## config.mk

```make
export PLATFORM = sky130hd
export DESIGN_NAME = frpc_ctrl
export DESIGN_NICKNAME = d
export VERILOG_FILES = /design/src/rtl/frpc_pkg.sv /design/src/rtl/frpc_timer.sv /design/src/rtl/frpc_ctrl.sv
export SDC_FILE = /design/constraint.sdc
export NUM_CORES = 1
export LEC_CHECK = 0
export BUFFER_PORTS_ARGS = -buffer_cell sky130_fd_sc_hd__buf_4
export CAP_MARGIN = 30
export CORE_MARGIN = 5
export CORE_UTILIZATION = 55
export CTS_CLUSTER_DIAMETER = 50
export DETAILED_ROUTE_END_ITERATION = 10
export GPL_TIMING_DRIVEN = 0
export PLACE_DENSITY = 0.82
export SKIP_CTS_REPAIR_TIMING = 1
export SLEW_MARGIN = 20
export SYNTH_ARGS = -nofsm -noshare
export SYNTH_HDL_FRONTEND = slang
export SYNTH_SLANG_ARGS = --single-unit
export TNS_END_PERCENT = 50
```

## constraint.sdc

```tcl
create_clock -name CLK -period 5.2 [get_ports CLK]
set_input_delay 0.26 -clock CLK [delete_from_list [all_inputs] [get_ports CLK]]
set_output_delay 0.26 -clock CLK [all_outputs]
set_load 0.01 [all_outputs]
```

## src/rtl/frpc_pkg.sv

```systemverilog
// Purpose: shared constants and state type for the flash reset and power-on controller
// Assumes: system clock of 200 MHz; all times are turned into cycle counts here
// Notes:   minimum times round up, longest times round down, none below one cycle
package frpc_pkg;

  // system clock rate
  localparam int CLK_MHZ = 200;

  // clear pin minimum low time, a least time
  localparam int CLEAR_PULSE_MIN_US = 1;
  localparam int CLEAR_PULSE_CYC_RAW = CLEAR_PULSE_MIN_US * CLK_MHZ;
  localparam int CLEAR_PULSE_CYC = (CLEAR_PULSE_CYC_RAW < 1) ? 1 : CLEAR_PULSE_CYC_RAW;

  // recovery after a reset that hit decode, read, program or status write
  localparam int CLEAR_RECOVERY_TIME_US = 20;
  localparam int RECOVERY_CYC_RAW = CLEAR_RECOVERY_TIME_US * CLK_MHZ;
  localparam int RECOVERY_CYC = (RECOVERY_CYC_RAW < 1) ? 1 : RECOVERY_CYC_RAW;

  // recovery after a reset that hit an erase
  localparam int ERASE_RECOVERY_TIME_MS = 12;
  localparam int ERASE_RECOVERY_CYC_RAW = ERASE_RECOVERY_TIME_MS * 1000 * CLK_MHZ;
  localparam int ERASE_RECOVERY_CYC = (ERASE_RECOVERY_CYC_RAW < 1) ? 1 : ERASE_RECOVERY_CYC_RAW;

  // supply settle delay, a least time; plain default value
  localparam int SUPPLY_SETTLE_DELAY_US = 100;
  localparam int SETTLE_CYC_RAW = SUPPLY_SETTLE_DELAY_US * CLK_MHZ;
  localparam int SETTLE_CYC = (SETTLE_CYC_RAW < 1) ? 1 : SETTLE_CYC_RAW;

  // timer width, wide enough for the erase recovery
  localparam int TIMER_W = 24;

  // volatile lock bits: count and power-on default (all protected)
  localparam int LOCK_BITS_W = 16;
  localparam logic [LOCK_BITS_W-1:0] LOCK_DEFAULT = 16'hFFFF;

  // controller states
  typedef enum logic [1:0] {
    ST_POWER,
    ST_STANDBY,
    ST_CLEAR,
    ST_RECOVER
  } frpc_state_t;

endpackage

```

## src/rtl/frpc_timer.sv

```systemverilog
// Purpose: loadable down counter used for pulse width, recovery and settle timing
// Assumes: load wins over counting; counter stops at zero
// Notes:   comes out of reset already loaded so a fresh power-up still waits
`timescale 1ns/1ps
module frpc_timer #(
  parameter int               W         = 24,
  parameter logic [W-1:0]     RESET_VAL = '0
) (
  input  wire logic         clk,
  input  wire logic         rst,
  input  wire logic         load,
  input  wire logic [W-1:0] load_val,
  output logic              expired
);

  logic [W-1:0] cnt_q;
  logic [W-1:0] cnt_d;

  // hold at zero, load has priority
  assign cnt_d   = load ? load_val : ((cnt_q == '0) ? cnt_q : cnt_q - {{(W-1){1'b0}}, 1'b1});
  assign expired = (cnt_q == '0);

  // counter register
  always_ff @(posedge clk or posedge rst) begin
    if (rst) begin
      cnt_q <= RESET_VAL;
    end else begin
      cnt_q <= cnt_d;
    end
  end

endmodule

```

## src/rtl/frpc_ctrl.sv

```systemverilog
// Purpose: reset and power-on state control of a serial flash, behind its pins
// Assumes: RESET is the internal power-on clear, high while supply is under lockout;
//          all inputs synchronous to CLK
// Notes:   commands, flag sets and lock writes are only taken while CMD_ENABLE is high; flag clears are taken whatever CMD_ENABLE is, unless a set wins
`timescale 1ns/1ps
// Behaviour
// - clear pin low for the minimum pulse width causes a full reset.
// - after the reset cycle and recovery the device returns to standby.
// - reset returns write latch, write busy and lock bits to power-on defaults.
// - a program or erase running at reset is aborted.
// - serial output stays high impedance throughout the reset cycle.
// - power-up ends in standby, never in deep power-down.
// - write latch flag is clear at power-up.
// - below lockout the power-on clear holds all logic reset; commands ignored.
// - after supply settle delay the device accepts read commands.
module frpc_ctrl #(
  parameter int CLEAR_CYC     = frpc_pkg::CLEAR_PULSE_CYC,
  parameter int RECOVER_CYC   = frpc_pkg::RECOVERY_CYC,
  parameter int ERASE_REC_CYC = frpc_pkg::ERASE_RECOVERY_CYC,
  parameter int SETTLE_CYC    = frpc_pkg::SETTLE_CYC
) (
  input  wire logic                              CLK,
  input  wire logic                              RESET,
  input  wire logic                              CLEAR_N,
  input  wire logic                              SUPPLY_OK,
  input  wire logic                              ERASE_ACTIVE,
  input  wire logic                              LATCH_SET,
  input  wire logic                              LATCH_CLR,
  input  wire logic                              BUSY_SET,
  input  wire logic                              BUSY_CLR,
  input  wire logic                              LOCK_WE,
  input  wire logic [frpc_pkg::LOCK_BITS_W-1:0]  LOCK_DIN,
  output logic                                   CMD_ENABLE,
  output logic                                   SO_OE_N,
  output logic                                   ABORT_OP,
  output logic                                   VOL_CLEAR,
  output logic                                   RECOVERING,
  output logic                                   WRITE_LATCH_FLAG,
  output logic                                   WRITE_BUSY_FLAG,
  output logic [frpc_pkg::LOCK_BITS_W-1:0]       LOCK_BITS
);

  localparam int TW = frpc_pkg::TIMER_W;
  // the first low sample is taken in standby or recovery, the timer covers the rest, so the
  // CLEAR_CYC-th consecutive low sample confirms; a CLEAR_CYC of 1 still needs two
  localparam int CLR_LOAD = (CLEAR_CYC > 2) ? CLEAR_CYC - 2 : 0;

  frpc_pkg::frpc_state_t state_q;
  frpc_pkg::frpc_state_t state_d;
  logic                 confirmed_q;
  logic                 confirmed_d;
  logic                 erase_hit_q;
  logic                 erase_hit_d;
  logic                 was_rec_q;
  logic                 was_rec_d;
  logic                 confirm_w;
  logic                 tmr_load;
  logic [TW-1:0]        tmr_val;
  logic                 tmr_expired;
  logic [TW-1:0]        rec_val;
  logic                 latch_d;
  logic                 power_w;
  logic                 busy_d;
  logic [frpc_pkg::LOCK_BITS_W-1:0] lock_d;

  // the single timer is shared: each state uses it for one wait only
  frpc_timer #(
    .W         (TW),
    .RESET_VAL (TW'(SETTLE_CYC))
  ) u_timer (
    .clk      (CLK),
    .rst      (RESET),
    .load     (tmr_load),
    .load_val (tmr_val),
    .expired  (tmr_expired)
  );

  // recovery length chosen by what the reset interrupted
  assign rec_val = erase_hit_q ? TW'(ERASE_REC_CYC) : TW'(RECOVER_CYC);

  // sequencing of power-up, clear pulse and recovery
  always_comb begin
    state_d     = state_q;
    confirmed_d = confirmed_q;
    was_rec_d   = was_rec_q;
    confirm_w   = 1'b0;
    tmr_load    = 1'b0;
    tmr_val     = '0;
    if (!SUPPLY_OK) begin
      // supply not at minimum: restart the settle wait
      state_d     = frpc_pkg::ST_POWER;
      confirmed_d = 1'b0;
      tmr_load    = 1'b1;
      tmr_val     = TW'(SETTLE_CYC);
    end else begin
      case (state_q)
        frpc_pkg::ST_POWER: begin
          if (tmr_expired) begin
            state_d = frpc_pkg::ST_STANDBY;
          end
        end
        frpc_pkg::ST_STANDBY, frpc_pkg::ST_RECOVER: begin
          if (!CLEAR_N) begin
            state_d     = frpc_pkg::ST_CLEAR;
            confirmed_d = 1'b0;
            was_rec_d   = (state_q == frpc_pkg::ST_RECOVER);
            tmr_load    = 1'b1;
            tmr_val     = TW'(CLR_LOAD);
          end else if (state_q == frpc_pkg::ST_RECOVER && tmr_expired) begin
            state_d = frpc_pkg::ST_STANDBY;
          end
        end
        frpc_pkg::ST_CLEAR: begin
          if (CLEAR_N) begin
            tmr_load = 1'b1;
            tmr_val  = rec_val;
            if (confirmed_q || was_rec_q) begin
              // a glitch during recovery restarts the recovery wait
              state_d = frpc_pkg::ST_RECOVER;
            end else begin
              state_d = frpc_pkg::ST_STANDBY;
            end
          end else if (tmr_expired && !confirmed_q) begin
            confirm_w   = 1'b1;
            confirmed_d = 1'b1;
          end
        end
        default: begin
          state_d = frpc_pkg::ST_POWER;
        end
      endcase
    end
  end

  // interrupted erase decides the long recovery
  assign erase_hit_d = confirm_w ? (WRITE_BUSY_FLAG && ERASE_ACTIVE) : erase_hit_q;

  // power state (fresh or after a supply dip) keeps the write latch clear
  assign power_w = (state_d == frpc_pkg::ST_POWER);

  // volatile flags: reset wins, then set wins over clear
  assign latch_d = (confirm_w || power_w) ? 1'b0 :
                   (LATCH_SET && CMD_ENABLE) ? 1'b1 :
                   LATCH_CLR ? 1'b0 : WRITE_LATCH_FLAG;
  assign busy_d  = confirm_w ? 1'b0 :
                   (BUSY_SET && CMD_ENABLE) ? 1'b1 :
                   BUSY_CLR ? 1'b0 : WRITE_BUSY_FLAG;
  assign lock_d  = confirm_w ? frpc_pkg::LOCK_DEFAULT :
                   (LOCK_WE && CMD_ENABLE) ? LOCK_DIN : LOCK_BITS;

  // state and flags; power-on clear forces every bit to its default
  always_ff @(posedge CLK or posedge RESET) begin
    if (RESET) begin
      state_q          <= frpc_pkg::ST_POWER;
      confirmed_q      <= 1'b0;
      erase_hit_q      <= 1'b0;
      was_rec_q        <= 1'b0;
      WRITE_LATCH_FLAG <= 1'b0;
      WRITE_BUSY_FLAG  <= 1'b0;
      LOCK_BITS        <= frpc_pkg::LOCK_DEFAULT;
    end else begin
      state_q          <= state_d;
      confirmed_q      <= confirmed_d;
      erase_hit_q      <= erase_hit_d;
      was_rec_q        <= was_rec_d;
      WRITE_LATCH_FLAG <= latch_d;
      WRITE_BUSY_FLAG  <= busy_d;
      LOCK_BITS        <= lock_d;
    end
  end

  // registered status toward the command logic and the output pad
  always_ff @(posedge CLK or posedge RESET) begin
    if (RESET) begin
      CMD_ENABLE <= 1'b0;
      SO_OE_N    <= 1'b1;
      ABORT_OP   <= 1'b0;
      VOL_CLEAR  <= 1'b0;
      RECOVERING <= 1'b0;
    end else begin
      CMD_ENABLE <= (state_d == frpc_pkg::ST_STANDBY);
      SO_OE_N    <= (state_d != frpc_pkg::ST_STANDBY);
      ABORT_OP   <= confirm_w && WRITE_BUSY_FLAG;
      VOL_CLEAR  <= confirm_w;
      RECOVERING <= (state_d == frpc_pkg::ST_RECOVER);
    end
  end

  // helper counters watched only by the checks below
  logic [31:0] low_run_q;
  logic [31:0] ok_run_q;
  logic [31:0] rec_run_q;
  always_ff @(posedge CLK or posedge RESET) begin
    if (RESET) begin
      low_run_q <= '0;
      ok_run_q  <= '0;
      rec_run_q <= '0;
    end else begin
      low_run_q <= CLEAR_N ? '0 : ((low_run_q == '1) ? low_run_q : low_run_q + 32'h1);
      ok_run_q  <= !SUPPLY_OK ? '0 : ((ok_run_q == '1) ? ok_run_q : ok_run_q + 32'h1);
      // length of the latest recovery wait, held until the next clear pulse
      rec_run_q <= (state_q == frpc_pkg::ST_CLEAR) ? '0 :
                   (state_q == frpc_pkg::ST_RECOVER) ? rec_run_q + 32'h1 : rec_run_q;
    end
  end
endmodule

```

Word-level counts from Yosys, hierarchy flattened:

Cells that the tools add are included.

* register bits after elaboration: 52
* bits in latches: 0
* ROM bits: 0
* memories: 0
* memory bits (writable): 0
* output and inout port bits: 23

* shift operators: 0
* $lt $le $gt $ge: 0
* reduce and logical (&&, ||, !) cells: 19
* bitwise gates (word level): 1
* equality and inequality tests: 11
* add/subtract/negate cells: 1
* multiply operators: 0
* mux-type cells: 35
* div/mod/pow operators: 0

Operators with widths (count)
* $mux 22: 3
* $mux 24: 2
* $pmux 22 s2: 1
* $mux 16: 2
* $logic_not 24->1: 1
* $sub 24x1->24 const B: 1
* $mux 1: 17
* $mux 2: 6
* $ne 3x3->1 const B: 3
* $mux 8: 1
* $logic_and 1x1->1: 7
* $eq 2x2->1 const B: 3
* $pmux 2 s3: 1
* $reduce_bool 3->1: 2
* $eq 2x1->1 const B: 2
* $logic_not 2->1: 2
* $ne 2x1->1 const B: 2
* $pmux 1 s2: 2
* $reduce_and 4->1: 1
* $ne 3x1->1 const B: 1
* $reduce_and 3->1: 1
* $logic_or 1x1->1: 2
* $reduce_bool 2->1: 1
* $reduce_or 2->1: 1
* 2 further kinds: 2

Logic depth before layout (Yosys ltp):

* depth in word-level cells: 9
* depth in mapped cells: 9

Hierarchy:

Synthesis repeated with hierarchy kept, for this count alone.

* cells, all modules: 313
* area, all modules: 2881.5 µm²

Modules (own cells, without submodules)
* frpc_timer: cells each 182, instances 1, area each 1632.8 µm²
* frpc_ctrl: cells each 131, instances 1, area each 1248.7 µm²

Least setup slack after synthesis:

No wires, ideal clock.

* kind: register to register
* from: register u_timer.cnt_q[0]
* to: register u_timer.cnt_q[22]
* period minus slack after synthesis: 2.055 ns
* arrival: 1.978 ns
* setup slack: 3.145 ns
* required time: 5.123 ns
* stages on the path, launching flop included: 10
* setup time: 0.077 ns
* path through: dfrtp_1 inv_1 ha_1 nor2b_1 and4_1 clkbuf_2 and2_1 buf_6 or4_1 a21oi_1

* longest elaborated chain between the ends: 3
* elaborated cells between the ends (all ways): 5
* those cells by class: add/sub (1); eq/ne (1); mux (2); reduce/logical (1)

RTL lines
* start, declared: line frpc_timer.sv:16 `logic [W-1:0] cnt_q;`
* start signal, assigned: line frpc_timer.sv:28 `cnt_q <= cnt_d;`
* $sub 24x1->24: line frpc_timer.sv:20 `assign cnt_d = load ? load_val : ((cnt_q == '0) ? cnt_q : cnt_q - {{(W-1){1'b0}}, 1'b1});`
* $mux 24 (2 in a row): line frpc_timer.sv:20

Parallel ways exist; a longest one is shown, timed or not. The select of a mux whose other input is x is not followed.
A chain may end at the register's enable or synchronous reset.

Worst setup path in the final report:

* from: register u_timer.cnt_q[8]
* to: register u_timer.cnt_q[1]

* longest elaborated chain between the ends: 2

RTL lines (line)
* $logic_not 24->1: frpc_timer.sv:20
* $ne 2x1->1 (no source line)

No other way between the ends.

==> out/metrics.yaml <==
status:
  result_of_the_run: "finished, final reports clean"
timing:
  setup_skew_after_layout_ps: 10.7
  report.final.hold_viol_count: 0
  period_minus_ws_final_ps: 2380
  post-route-period-util_pct: 45.7
  max_freq_mhz: 421
  worstMarginPinSlew_ps: 716
  rsz0062_at_grt: "false"
  max_transition_margin_pct: 51.8
  slew_violations: 0
  finalSetupViolations: 0
  setup_total_negative_slack_ps: 0
worst_setup_path:
  critical_path.slowest_cell: "sky130_fd_sc_hd__or4_4"
  critical_path.cell_chain: "or4_4, nor4_4, nand3_1, a211o_1"
  reg2reg_slack_ps: 2820
  delay_of_the_slowest_cell_on_the_worst_path_ps: 630
  regToRegStartpoint: "u_timer.cnt_q[8]"
  worstPathRequired_ps: 5410
  r2r.worst_path.cells: 4
  critical_path_class: "flop to flop"
  worst-endpoint-arrival_ps: 2580
  critical_path.startpoint_type: "flop"
  critical_path_fanout_max: 9
  r2r_end: "u_timer.cnt_q[1]"
  crit_path_end_kind: "flop"
  worst_path_dominant_cell_family: "simple AND/OR/NAND/NOR gates"
  worst-path-buf-inv: 0
  crit_cells: 4
synth:
  syn_area_mm2: 0.00277
  synthesis.instances: 297
  top_flip_flop_cell_by_instance_count_after_synthesis: "sky130_fd_sc_hd__dfrtp_1"
  synth_enable_flop_cells: 0
  post_synth_arst_share_pct: 100
  synth_sequential_area_ratio_pct: 47.9
  synth_seq_cells: 52
  net_count_after_synthesis: 325
  post_synth.cell_area_avg_um2: 9.34
  synth_cell_type_count: 55
  synth.yosys.warnings: 0
clock_network:
  clock-sinks: 52
  worstSkewPairLatency_ps: 310
  tritoncts_clock_tree: "done"
  cts.path.max_buffers: 2
  cts.htree.levels: 2
  cts_buffers: 5
  cts.reportedPaths.clkPinSlew_ps: 100
  cts-root-buf: "sky130_fd_sc_hd__clkbuf_8"
die:
  initial_utilization_pct: 57.6
  design.die.area_mm2: 0.00656
  floorplan.io_pins: 49
  dieHeight_um: 81
  core_area_mm2: 0.00482
  dieWidth_um: 81
  num_rows: 25
detailed_routing:
  wl_mm: 6.91
  drc: 0
  m1WireLength_mm: 2.98
  detail_route.first_pass.iterations: 6
  highest_layer: "met4"
  drtAntennaViolNets: 0
  drt_first_iter_violations: 190
  wire_per_inst_um: 16.4
  routed-via-count: 2421
  met3_wirelength_um: 416
  dr_wl_met2_mm: 3.38
  route.detailed.vias_per_inst: 5.76
min_path:
  hold_path_class: "input port to async pin"
layout:
  drive_gt1_share_pct: 27.5
  insertedDiodeCount: 0
  largest_register_ffs: 24
  instances_no_fill: 420
  largest_register: "u_timer.cnt_q"
  nets: 380
  biggestRegsByFlops: "u_timer.cnt_q: 24 flops, LOCK_BITS: 16 flops, state_q: 2 flops"
  areaGrowthSynthToFinish_pct: 19.8
global_route:
  global_route.overflow_total: 0
  wire_length_of_the_first_global_routing_pass_mm: 11.4
  first_global_vias: 2420
  grt_max_degree: 28
  antenna_found_initial: 0
  combined_global_route_utilization_of_all_metal_layers_pct: 22.7
placed_design:
  place.gp.congestion: 0.858
  dpl.cell_count: 412
  dp.final_hpwl_mm: 5.08
  buffer_ports.inserted: 47
pwr:
  power_density_mw_per_mm2: 251
  vdd_ir_drop_max_uv: 187
  power.leakage_nw: 1.48
job:
  drv_cap: 0
## final cells by class
cell class | count | area, um2
Buffer | 20 | 98.8
Clock buffer | 5 | 68.8
Clock inverter | 3 | 23.8
Fill cell | 414 | 1500
Inverter | 9 | 33.8
Multi-Input combinational cell | 216 | 1310
Sequential cell | 52 | 1330
Tap cell | 67 | 83.8
Timing Repair Buffer | 48 | 373
## synth_stat cells, drive strengths merged (2+ instances only)
| library cell | number | area (um2) |
|---|---|---|
| nand3b | 2 | 15.0 |
| ha | 2 | 25.0 |
| a2111oi | 2 | 17.5 |
| a21oi | 13 | 65.1 |
| dfstp | 22 | 578 |
| nand2 | 32 | 120 |
| inv | 9 | 33.8 |
| o211ai | 2 | 15.0 |
| nor2b | 3 | 18.8 |
| nor4b | 2 | 17.5 |
| xor2 | 8 | 70.1 |
| nor2 | 30 | 113 |
| or3 | 3 | 18.8 |
| and2 | 4 | 25.0 |
| buf | 7 | 38.8 |
| a21boi | 2 | 15.0 |
| nor3 | 9 | 56.3 |
| and4 | 2 | 17.5 |
| xnor2 | 7 | 61.3 |
| and3 | 5 | 31.3 |
| nand4 | 5 | 31.3 |
| a31oi | 3 | 18.8 |
| nand3 | 42 | 215 |
| nor4 | 6 | 82.6 |
| o21ai | 5 | 25.0 |
| clkbuf | 13 | 60.1 |
| or4 | 6 | 52.6 |
| a211oi | 4 | 35.0 |
| o31ai | 4 | 30.0 |
| dfrtp | 30 | 751 |
## cells by family (layout without fill, tap and decap cells)
group | after synthesis | count (layout) | share of synthesized area (%)
mux | 1 | 1 | 0.406
buf+inv | 29 | 85 | 4.78
flops | 52 | 52 | 47.9
compound gates | 44 | 44 | 11.0
fa+ha+maj | 2 | 2 | 0.902
simple gates | 154 | 154 | 30.2
xor+xnor | 15 | 15 | 4.74
## through the flow
step	hold WS (ps)	power [mW]	util, %	setup WS (ps)	cell area, um2
detailed placement	360	0.601	67.0	2900	3230
floorplan	383	0.551	-	3140	2770
CTS	22.0	0.836	69.0	2880	3320
global route	45.9	0.876	69.0	2700	3320
finish	0.908	0.832	69.0	2820	3320
global placement	477	0.594	66.6	2940	3210
## worst reg2reg max path, delay by kind of cell, from the launching register on
family	cells	cell delay (ps)
flip-flops	1	470
AO/OA/AOI/OAI	1	340
AND/OR/NAND/NOR	3	1460
## cells in the final DEF, fill, tap and decap left out, drive strengths merged, types with 9 or more instances in the layout
cell / synthesis / routed
dfstp: 22 / 22
nand2: 32 / 32
clkbuf: 13 / 18
dfrtp: 30 / 30
nor3: 9 / 9
nand3: 42 / 42
nor2: 30 / 30
a21oi: 13 / 13
buf: 7 / 55
inv: 9 / 9
## layer usage
layer,track usage (%),vias to the layer above
met5,0,-
met3,5.54,15
met4,7.26,0
met2,37.4,84
met1,29.6,1157
li1,-,1165
## power breakdown
| group | internal, mW | leakage, nW | total (mW) | switching [mW] |
|---|---|---|---|---|
| clock | 0.0956 | 0.0404 | 0.237 | 0.142 |
| sequential | 0.431 | 0.642 | 0.456 | 0.0249 |
| combinational | 0.0627 | 0.795 | 0.139 | 0.0760 |
| total | 0.590 | 1.48 | 0.832 | 0.243 |
## worst max path at each step
stage | from | endpoint | slack, ps
2_1_floorplan | u_timer.cnt_q[0] | u_timer.cnt_q[22] | 3140
3_3_place_gp | u_timer.cnt_q[0] | u_timer.cnt_q[22] | 2940
3_5_place_dp | u_timer.cnt_q[8] | u_timer.cnt_q[1] | 2900
4_1_cts | u_timer.cnt_q[0] | u_timer.cnt_q[22] | 2880
5_1_grt | u_timer.cnt_q[19] | LOCK_BITS[1] | 2700
6_report | u_timer.cnt_q[8] | u_timer.cnt_q[1] | 2820
(Power assumes the default switching activity.)
